## src/verilog/sac_regs.vh

```
`ifndef SAC_REGS_VH
`define SAC_REGS_VH
// Register indices; the byte address is four times the index.
`define SAC_IDX_CTRL1 8'h0e
`define SAC_IDX_CTRL2 8'h0f
`define SAC_IDX_RESLO 8'h20
`define SAC_IDX_RESHI 8'h21
// Reset values of the control registers.
`define SAC_CTRL1_RST 8'h10
`define SAC_CTRL2_RST 8'h10
// Field positions in control register one.
`define SAC_C1_START 7
`define SAC_C1_MODE_HI 6
`define SAC_C1_MODE_LO 5
`define SAC_C1_AINDIS 4
// Field positions in control register two.
`define SAC_C2_LADDER 5
// Operating modes.
`define SAC_MODE_OFF 2'b00
`define SAC_MODE_SINGLE 2'b01
`define SAC_MODE_REPEAT 2'b11
// Conversion lengths in fc cycles.
`define SAC_CYC_000 12'd39
`define SAC_CYC_010 12'd78
`define SAC_CYC_011 12'd156
`define SAC_CYC_100 12'd312
`define SAC_CYC_101 12'd624
`define SAC_CYC_110 12'd1248
`endif

```

## src/verilog/sac_adc_ctrl.v

```verilog
// Implementation choice: the APB register port.
`timescale 1ns/1ps
`include "sac_regs.vh"
module sac_adc_ctrl #(
	parameter RES_BITS = 10
) (
	input wire clk_sys,
	input wire rst_n,
	input wire [31:0] paddr,
	input wire psel,
	input wire penable,
	input wire pwrite,
	input wire [31:0] pwdata,
	output reg [31:0] prdata,
	output wire pready,
	output wire pslverr,
	input wire standbyReq,
	input wire compHigh,
	output wire [RES_BITS-1:0] dacCode,
	output wire sampleHold,
	output wire ladderOn,
	output wire [2:0] channelSelect,
	output wire channelValid,
	output wire analogInputEnable,
	output reg conversionDoneIrq_q
);
	localparam ST_IDLE = 3'b001;
	localparam ST_SAMPLE = 3'b010;
	localparam ST_CONV = 3'b100;

	reg rstMeta_q;
	reg rstSync_q;
	wire rstSync_n;
	reg [7:0] ctrl1_q;
	reg [7:0] ctrl2_q;
	reg [7:0] resHigh_q;
	reg [1:0] resLow_q;
	reg endFlag_q;
	reg busy_q;
	reg [2:0] state_q;
	reg [11:0] cnt_q;
	reg [11:0] convLen;
	reg [11:0] stepLen;
	reg [3:0] stepCnt_q;
	reg [3:0] noise_q;
	reg [31:0] stepWide;
	reg [31:0] rdMux;
	wire [RES_BITS-1:0] trial;
	wire [7:0] word;
	wire rdSetup;
	wire access;
	wire wrEn;
	wire rdEn;
	wire [1:0] mode;
	wire startReq;
	wire beginConv;
	wire abortConv;
	wire stepTick;
	wire finish;
	wire known;

	// Reset is released through two flops so deassertion is clean.
	// Assertion stays asynchronous so the block clears with no clock, and
	// every other flop sees only the synchronised copy.
	always @(posedge clk_sys or negedge rst_n) begin
		if (!rst_n) begin
			rstMeta_q <= 1'b0;
			rstSync_q <= 1'b0;
		end else begin
			rstMeta_q <= 1'b1;
			rstSync_q <= rstMeta_q;
		end
	end
	assign rstSync_n = rstSync_q;

	// Zero-wait APB slave; unmapped or unaligned words answer with error.
	// Read data is captured in the setup cycle so that it leaves a flop;
	// side effects of a read still happen only in the access cycle.
	// Every transfer finishes in its access cycle, as pready is tied high.
	assign access = psel && penable;
	assign rdSetup = psel && !penable && !pwrite && known;
	assign word = paddr[9:2];
	assign known = (paddr[1:0] == 2'b00) && (paddr[31:10] == 22'h0) &&
		(word == `SAC_IDX_CTRL1 || word == `SAC_IDX_CTRL2 ||
		word == `SAC_IDX_RESLO || word == `SAC_IDX_RESHI);
	assign pready = 1'b1;
	assign pslverr = access && !known;
	assign wrEn = access && pwrite && known;
	assign rdEn = access && !pwrite && known;
	assign mode = ctrl1_q[`SAC_C1_MODE_HI:`SAC_C1_MODE_LO];

	// Time code to cycle count; reserved codes fall back to the longest.
	// Falling back to the slowest time keeps a bad code from overclocking.
	always @* begin
		case (ctrl2_q[3:1])
			3'b000: convLen = `SAC_CYC_000;
			3'b010: convLen = `SAC_CYC_010;
			3'b011: convLen = `SAC_CYC_011;
			3'b100: convLen = `SAC_CYC_100;
			3'b101: convLen = `SAC_CYC_101;
			3'b110: convLen = `SAC_CYC_110;
			default: convLen = `SAC_CYC_110;
		endcase
		// One sample slot plus one slot per bit, leftover goes to the end.
		// The quotient never exceeds the length, so the top bits are zero.
		stepWide = convLen / (RES_BITS + 1);
		stepLen = stepWide[11:0];
	end

	// A start only counts in a valid operating mode; 10 is ignored.
	// Mode 00 aborts at once and discards the partial result.
	assign startReq = ctrl1_q[`SAC_C1_START] &&
		(mode == `SAC_MODE_SINGLE || mode == `SAC_MODE_REPEAT);
	assign abortConv = standbyReq || mode == `SAC_MODE_OFF;
	assign finish = (state_q == ST_CONV) && (cnt_q == convLen - 12'd1);
	assign beginConv = !abortConv && ((state_q == ST_IDLE && startReq) ||
		(finish && mode == `SAC_MODE_REPEAT));
	assign stepTick = (state_q != ST_IDLE) && (stepCnt_q == 4'd0) &&
		(cnt_q != 12'd0);

	// Control registers: standby forces reset values and blocks writes.
	// Only bits 5:0 of control two are kept; bits 7:6 read as noise.
	always @(posedge clk_sys or negedge rstSync_n) begin
		if (!rstSync_n) begin
			ctrl1_q <= `SAC_CTRL1_RST;
			ctrl2_q <= `SAC_CTRL2_RST;
		end else if (standbyReq) begin
			ctrl1_q <= `SAC_CTRL1_RST;
			ctrl2_q <= `SAC_CTRL2_RST;
		end else begin
			if (wrEn && word == `SAC_IDX_CTRL1)
				ctrl1_q <= pwdata[7:0];
			else if (state_q == ST_IDLE && startReq)
				ctrl1_q[`SAC_C1_START] <= 1'b0;
			else if (!startReq)
				ctrl1_q[`SAC_C1_START] <= 1'b0;
			if (wrEn && word == `SAC_IDX_CTRL2)
				ctrl2_q <= {2'b00, pwdata[5:0]};
		end
	end

	// Sequencer: sample window then one slot per bit over the set time.
	// The first slot holds the input; each later slot boundary resolves
	// one bit. The finish edge comes exactly the set length after the
	// start edge, whatever is left after the last bit is idle time.
	always @(posedge clk_sys or negedge rstSync_n) begin
		if (!rstSync_n) begin
			state_q <= ST_IDLE;
			cnt_q <= 12'd0;
			stepCnt_q <= 4'd0;
		end else if (abortConv) begin
			state_q <= ST_IDLE;
			cnt_q <= 12'd0;
			stepCnt_q <= 4'd0;
		end else begin
			case (state_q)
				ST_IDLE: begin
					if (beginConv) begin
						state_q <= ST_SAMPLE;
						cnt_q <= 12'd0;
						stepCnt_q <= 4'd0;
					end
				end
				ST_SAMPLE, ST_CONV: begin
					if (finish && !beginConv) begin
						state_q <= ST_IDLE;
						cnt_q <= 12'd0;
					end else if (finish) begin
						state_q <= ST_SAMPLE;
						cnt_q <= 12'd0;
						stepCnt_q <= 4'd0;
					end else begin
						cnt_q <= cnt_q + 12'd1;
						if (cnt_q + 12'd1 >= stepLen)
							state_q <= ST_CONV;
						if ((cnt_q + 12'd1) % stepLen == 12'd0)
							stepCnt_q <= 4'd0;
						else
							stepCnt_q <= 4'd1;
					end
				end
				default: state_q <= ST_IDLE;
			endcase
		end
	end

	// The trial code drives the DAC directly; the mask stays inside.
	sac_sar_step #(
		.WIDTH(RES_BITS)
	) u_sar (
		.clk_sys(clk_sys),
		.rstSync_n(rstSync_n),
		.begin_i(beginConv),
		.abort_i(abortConv),
		.step_i(stepTick && state_q == ST_CONV),
		.compHigh(compHigh),
		.trial_q(trial),
		.mask_q()
	);

	// Results, end flag, busy flag and done pulse; completion wins a read.
	// A read of the high result that meets a completion in its access cycle leaves
	// the flag set; the flag of a completion in its setup cycle is cleared by the read.
	// Standby wipes the results as well, so read them before entering it.
	always @(posedge clk_sys or negedge rstSync_n) begin
		if (!rstSync_n) begin
			resHigh_q <= 8'h00;
			resLow_q <= 2'b00;
			endFlag_q <= 1'b0;
			busy_q <= 1'b0;
			conversionDoneIrq_q <= 1'b0;
		end else begin
			conversionDoneIrq_q <= 1'b0;
			if (standbyReq) begin
				resHigh_q <= 8'h00; // earlier results are lost in standby
				resLow_q <= 2'b00;
				endFlag_q <= 1'b0;
				busy_q <= 1'b0;
			end else if (finish && !abortConv) begin
				resHigh_q <= trial[RES_BITS-1:RES_BITS-8];
				resLow_q <= trial[1:0];
				endFlag_q <= 1'b1;
				conversionDoneIrq_q <= 1'b1;
				busy_q <= beginConv;
			end else begin
				if (beginConv)
					endFlag_q <= 1'b0;
				else if (rdEn && word == `SAC_IDX_RESHI)
					endFlag_q <= 1'b0;
				if (beginConv)
					busy_q <= 1'b1;
				else if (abortConv)
					busy_q <= 1'b0;
			end
		end
	end

	// Free-running scramble so the low nibble is visibly meaningless.
	// It is not a random source and must never be used as one.
	always @(posedge clk_sys or negedge rstSync_n) begin
		if (!rstSync_n)
			noise_q <= 4'h1;
		else
			noise_q <= {noise_q[2:0], noise_q[3] ^ noise_q[2]};
	end

	// Read data mux; flags are read-only since writes never reach them.
	always @* begin
		rdMux = 32'h0000_0000;
		if (rdSetup) begin
			case (word)
				`SAC_IDX_CTRL1: rdMux = {24'h0, ctrl1_q};
				`SAC_IDX_CTRL2: rdMux = {24'h0, noise_q[1:0],
					ctrl2_q[5:0]};
				`SAC_IDX_RESLO: rdMux = {24'h0, resLow_q, endFlag_q,
					busy_q, noise_q};
				`SAC_IDX_RESHI: rdMux = {24'h0, resHigh_q};
				default: rdMux = 32'h0000_0000;
			endcase
		end
	end

	// Read data register: loaded in setup, standing through the access.
	// A completion in the access cycle shows on the next read instead.
	always @(posedge clk_sys or negedge rstSync_n) begin
		if (!rstSync_n)
			prdata <= 32'h0000_0000;
		else
			prdata <= rdMux;
	end

	// Analog front-end controls.
	// The ladder stays off outside conversions unless held on, saving current.
	assign dacCode = trial;
	assign sampleHold = (state_q == ST_SAMPLE);
	assign ladderOn = ctrl2_q[`SAC_C2_LADDER] || busy_q;
	assign channelSelect = ctrl1_q[2:0];
	assign channelValid = !ctrl1_q[3];
	assign analogInputEnable = !ctrl1_q[`SAC_C1_AINDIS];
endmodule // sac_adc_ctrl

```

## src/verilog/sac_sar_step.v

```verilog
`timescale 1ns/1ps
// Successive approximation register: one trial bit per step, MSB first.
module sac_sar_step #(
	parameter WIDTH = 10
) (
	input wire clk_sys,
	input wire rstSync_n,
	input wire begin_i,
	input wire abort_i,
	input wire step_i,
	input wire compHigh,
	output reg [WIDTH-1:0] trial_q,
	output reg [WIDTH-1:0] mask_q
);
	// Trial bit kept when comparator says input is above the DAC level.
	always @(posedge clk_sys or negedge rstSync_n) begin
		if (!rstSync_n) begin
			trial_q <= {WIDTH{1'b0}};
			mask_q <= {WIDTH{1'b0}};
		end else if (abort_i) begin
			trial_q <= {WIDTH{1'b0}};
			mask_q <= {WIDTH{1'b0}};
		end else if (begin_i) begin
			mask_q <= {1'b1, {(WIDTH-1){1'b0}}};
			trial_q <= {1'b1, {(WIDTH-1){1'b0}}};
		end else if (step_i && mask_q != {WIDTH{1'b0}}) begin
			if (!compHigh)
				trial_q <= (trial_q & ~mask_q) | (mask_q >> 1);
			else
				trial_q <= trial_q | (mask_q >> 1);
			mask_q <= mask_q >> 1;
		end
	end
endmodule // sac_sar_step
```

## config.mk

```make
export PLATFORM = sky130hd
export DESIGN_NAME = sac_adc_ctrl
export DESIGN_NICKNAME = d
export VERILOG_FILES = /design/src/verilog/sac_adc_ctrl.v /design/src/verilog/sac_sar_step.v
export VERILOG_INCLUDE_DIRS = /design/src /design/src/verilog
export SDC_FILE = /design/constraint.sdc
export NUM_CORES = 1
export LEC_CHECK = 0
export BUFFER_PORTS_ARGS = -buffer_cell sky130_fd_sc_hd__buf_4
export CAP_MARGIN = 20
export CORE_MARGIN = 2
export CORE_UTILIZATION = 40
export CTS_BUF_LIST = sky130_fd_sc_hd__clkbuf_4
export DETAILED_ROUTE_END_ITERATION = 6
export GPL_TIMING_DRIVEN = 0
export PLACE_DENSITY_LB_ADDON = 0.3
export SYNTH_ARGS = -nofsm -noshare
export SYNTH_HDL_FRONTEND = slang
export SYNTH_SLANG_ARGS = --single-unit
```

## constraint.sdc

```tcl
create_clock -name clk_sys -period 2.9 [get_ports clk_sys]
set_input_delay 0.29 -clock clk_sys [delete_from_list [all_inputs] [get_ports clk_sys]]
set_output_delay 0.29 -clock clk_sys [all_outputs]
set_load 0.02 [all_outputs]
```

==> summary by stage <==
Global route
The first global-routing pass estimated 45.7 mm of wire. The number of antenna violations at the first check in global routing is 0. The remaining global-route overflow is 0. The number of global-route vias before repair came to 9274. Entering global routing, the biggest net connects 60 pins. The overall track demand over capacity in global routing is 23.1%.

Yosys
The commonest cells after synthesis are 110 x sky130_fd_sc_hd__nand2_1, 109 x sky130_fd_sc_hd__nor2_1, 87 x sky130_fd_sc_hd__ha_1, 73 x sky130_fd_sc_hd__dfrtp_1, 65 x sky130_fd_sc_hd__a21oi_1. Ranked by total cell area, the synthesized netlist is headed by sky130_fd_sc_hd__dfrtp_1 20%, sky130_fd_sc_hd__ha_1 12%, sky130_fd_sc_hd__nand2_1 4.6%. In this run the biggest area consumer among cell types represents 20.2% of the synthesized area. Synthesis handed over a netlist of 1135 instances. In the synthesized netlist the async set-or-reset flop fraction comes to 100%. The count of flip-flops with a built-in enable after synthesis is 0.

The biggest area consumer among synthesized cells is sky130_fd_sc_hd__dfrtp_1. The count of unique library cells instantiated by Yosys is 93. The cell area after synthesis is 9050 µm². The most frequently used flop master after synthesis is sky130_fd_sc_hd__dfrtp_1. The count of yosys warnings during synthesis is 0.

After synthesis the netlist holds a flip-flop and latch count of 77. sky130_fd_sc_hd__nand2_1 is the most common cell in the netlist. The synthesized area divided by synthesized cell count is 7.97 µm². After synthesis, flip-flops and latches occupy 21.4% of the total area.

Timing
The final-report max-slew violation count is 0. Derived from the worst setup path, the maximum achievable clock frequency is 40.6 MHz. Setup repair after global routing could not meet its margin everywhere. Once routing completed, OpenROAD measured the worst setup slack at -21.75 ns.

Setup violations remaining at the end of the flow were counted as 49. Across the routed clock network, the largest skew measured is 0.0205 ns. The minimum clock period after layout is 24.65 ns. In this run the tightest slew margin relative to its limit is 49.4%. After routing, the total negative slack on setup checks comes to -70.68 ns. The worst-margin pin slew is 0.740 ns. The final count of hold timing violations came to 0. The worst path uses 850% of the clock period.

Clocking
The total clock sinks is 77. The clock root buffer is sky130_fd_sc_hd__clkbuf_4. Clock-pin slew was measured on the worst setup and hold paths at 0.13 ns. TritonCTS built the clock tree. The clock latency on the worst-skew pair is 0.44 ns. The TritonCTS buffer count is 9.

The maximum count of clock buffers along a single path is 2. In this run the number of H-tree levels came out at 3.

Job
Max-cap violations in this run came to 0.

Placement
The count of buffers added on input and output ports is 72. The placer congestion estimate is 0.866. The total half-perimeter wirelength after legalization and detailed placement is 18.9 mm.

Routing
The first detailed-routing pass took 5 iterations. The post-detailed-route DRC marker count is 0. The final wirelength is 29.1 mm. The antenna violation net count after detailed routing is 0. The average routed wire per standard cell is 17.0 µm. The detailed router placed 9697 vias in this run. The first routing iteration left 583 violations. The ratio of routed vias to standard cells is 5.66.

Floorplan
The initial utilization of the core area, before any placement, comes to 40.3%. The floorplan step set the die width to 154 µm. The total core area is 22400 µm².

The number of cell rows is 55. The chip height is 154 µm. The number of I/O pins is 123. The die covers 23800 µm².

Setup path
The startpoint of the most critical register-to-register path is ctrl2_q[2]. The worst setup path is captured at a flop. STA classifies the critical path startpoint as a flop. For this design, the slowest cell found on the critical path is sky130_fd_sc_hd__or4_1. The worst-case reg-to-reg path depth is 131. The cell that appears most often on the critical path is sky130_fd_sc_hd__o21a_1. The maximum cell stage delay along the critical path is 0.51 ns. The critical path in this run is classified as reg -> reg. The reg-to-reg endpoint is stepCnt_q[0]. The worst path required time is 3.21 ns. The arrival time of the worst setup path is 24.96 ns.

The maximum fanout along the worst path is 12. The reg-to-reg setup timing slack is -21.75 ns.

Power
For this design the static power due to leakage is 6.13 nW. Of the total power, combinational logic draws 8.7%. The switching portion of total power is 24.7%. The net switching power is 0.000474 W. The register share of total power is 56.3%. The clock network is responsible for 35.0% of the overall power. For this design the ratio of total power to cell area is 149 nW/µm². Internal power comes to 0.00145 W. Across the VDD grid, the largest voltage drop is 0.180 mV.

Finish
The count of inserted antenna diode cells is 0. The post-layout net count is 1582. Relative to the synthesized area, the layout overhead comes to 42.9%.

The fraction of layout instances using a drive strength above 1 is 37.0%. The end-of-flow core utilization is 57.6%.

Worst hold path
The worst hold-check path type is in -> reg. The worst hold endpoint is ctrl1_q[1]. The startpoint identified for the worst hold timing path is pwdata[1]. The worst hold path depth is 3.

Outcome
The checks that failed: negative setup slack. The run finished, with violations left.
-- sequential cells by signal (all words and copies together), names as in the netlist, 2 cells and up --
name           flops
ctrl2_q            6
u_sar.mask_q      10
resLow_q           2
noise_q            4
resHigh_q          8
cnt_q             12
u_sar.trial_q     10
prdata             8
state_q            3
ctrl1_q            8
-- per-stage QoR --
step | power, W | hold WS, ns | cell area (µm²) | std cells | setup WS [ns]
2_1_floorplan | 0.00119 | -0.00559 | 9490 | 1165 | -21.37
6_report | 0.00192 | 0.0956 | 12900 | 1713 | -21.75
5_1_grt | 0.00200 | 0.0817 | 12900 | 1713 | -22.84
3_5_place_dp | 0.00127 | 0.0767 | 10400 | 1523 | -25.03
4_1_cts | 0.00194 | 0.0628 | 12200 | 1664 | -20.90
3_3_place_gp | 0.00126 | 0.0770 | 10400 | 1522 | -24.67
-- worst max-delay path by stage --
stage,from,depth (start not counted),to,slack [ns]
3_5_place_dp,ctrl2_q[2],131,stepCnt_q[0],-25.03
4_1_cts,ctrl2_q[3],142,stepCnt_q[0],-20.90
2_1_floorplan,ctrl2_q[2],131,stepCnt_q[0],-21.37
3_3_place_gp,ctrl2_q[2],131,stepCnt_q[0],-24.67
6_report,ctrl2_q[2],131,stepCnt_q[0],-21.75
5_1_grt,ctrl2_q[2],132,stepCnt_q[0],-22.84
-- power groups by stage --
| stage | logic [W] | registers, W | clock network (W) |
|---|---|---|---|
| after floorplan | 0.0000821 | 0.00111 | 0 |
| after CTS | 0.000167 | 0.00108 | 0.000691 |
| after global routing | 0.000183 | 0.00108 | 0.000737 |
| after detailed placement | 0.000163 | 0.00110 | 0 |
| final | 0.000168 | 0.00108 | 0.000672 |
| after global placement | 0.000142 | 0.00112 | 0 |
-- per-layer routing --
layer | track usage, % | share of wire [%] | wire length, µm
met1 | 29.7 | 43 | 12500
met2 | 40.0 | 49 | 14400
met3 | 2.24 | 4.1 | 1190
met4 | 9.13 | 3.5 | 1020
met5 | 0 | 0 | 0
-- layout by cell type (no fill, tap or decap), types with 12 or more instances in the layout --
cell type,netlist,layout
sky130_fd_sc_hd__a21o_1,28,28
sky130_fd_sc_hd__a21oi_1,65,46
sky130_fd_sc_hd__a21oi_2,2,15
sky130_fd_sc_hd__a22oi_1,12,12
sky130_fd_sc_hd__buf_4,29,252
sky130_fd_sc_hd__buf_6,1,23
sky130_fd_sc_hd__clkbuf_1,31,15
sky130_fd_sc_hd__clkbuf_4,0,14
sky130_fd_sc_hd__conb_1,2,32
sky130_fd_sc_hd__dfrtp_1,73,72
sky130_fd_sc_hd__ha_1,87,66
sky130_fd_sc_hd__ha_4,0,18
sky130_fd_sc_hd__inv_1,49,43
sky130_fd_sc_hd__mux2_2,23,20
sky130_fd_sc_hd__mux2i_1,32,28
sky130_fd_sc_hd__nand2_1,110,103
sky130_fd_sc_hd__nand2b_1,18,17
sky130_fd_sc_hd__nand3_1,23,21
sky130_fd_sc_hd__nand4_1,15,15
sky130_fd_sc_hd__nor2_1,109,91
sky130_fd_sc_hd__nor2_2,1,12
sky130_fd_sc_hd__nor3_1,43,37
sky130_fd_sc_hd__nor3b_1,16,14
sky130_fd_sc_hd__o21a_1,26,26
sky130_fd_sc_hd__o21ai_0,54,26
sky130_fd_sc_hd__o21ai_1,0,20
sky130_fd_sc_hd__xnor2_1,33,30
sky130_fd_sc_hd__xor2_1,27,26
-- timing repair --
item	in CTS	in global routing
endpoints found under the hold margin	2	0
endpoints found under the setup margin	55	54
gates cloned	2	0
buffers inserted	123	49
hold buffers	1	0
gates resized for setup	156	65
pin swaps	90	100
-- cells by family (layout without fill, tap and decap cells) --
family | count (synthesis) | count (layout) | synth area share, %
AOI/OAI and AO/OA | 299 | 299 | 22.9
xor gates and xnor gates | 60 | 60 | 5.81
adders and majority gates | 88 | 88 | 12.3
buffers and inverters | 122 | 385 | 6.46
DFF | 77 | 77 | 21.4
muxes | 58 | 58 | 6.93
other | 2 | 32 | 0.0830
and+or+nand+nor | 429 | 429 | 24.2
-- area by class of cell --
cell class              instances  area (µm²)
plain buffers                  71         594
clock buffers                  12        90.1
clock inverters                 4        51.3
fillers                      1970        9510
inverters                      51         226
multi-input cells             966        7690
flip-flops and latches         77        1940
well taps                     285         357
repair buffers                247        1980
-- critical path: cells and delay by family, from the launching register on --
kind	cells	cell delay [ns]
compound gates	64	10.91
buf+inv	11	1.73
xor+xnor	3	0.44
fa+ha+maj	13	3.35
flops	1	0.39
mux	6	1.74
simple gates	34	5.88
Power figures use the tool's default switching activity.
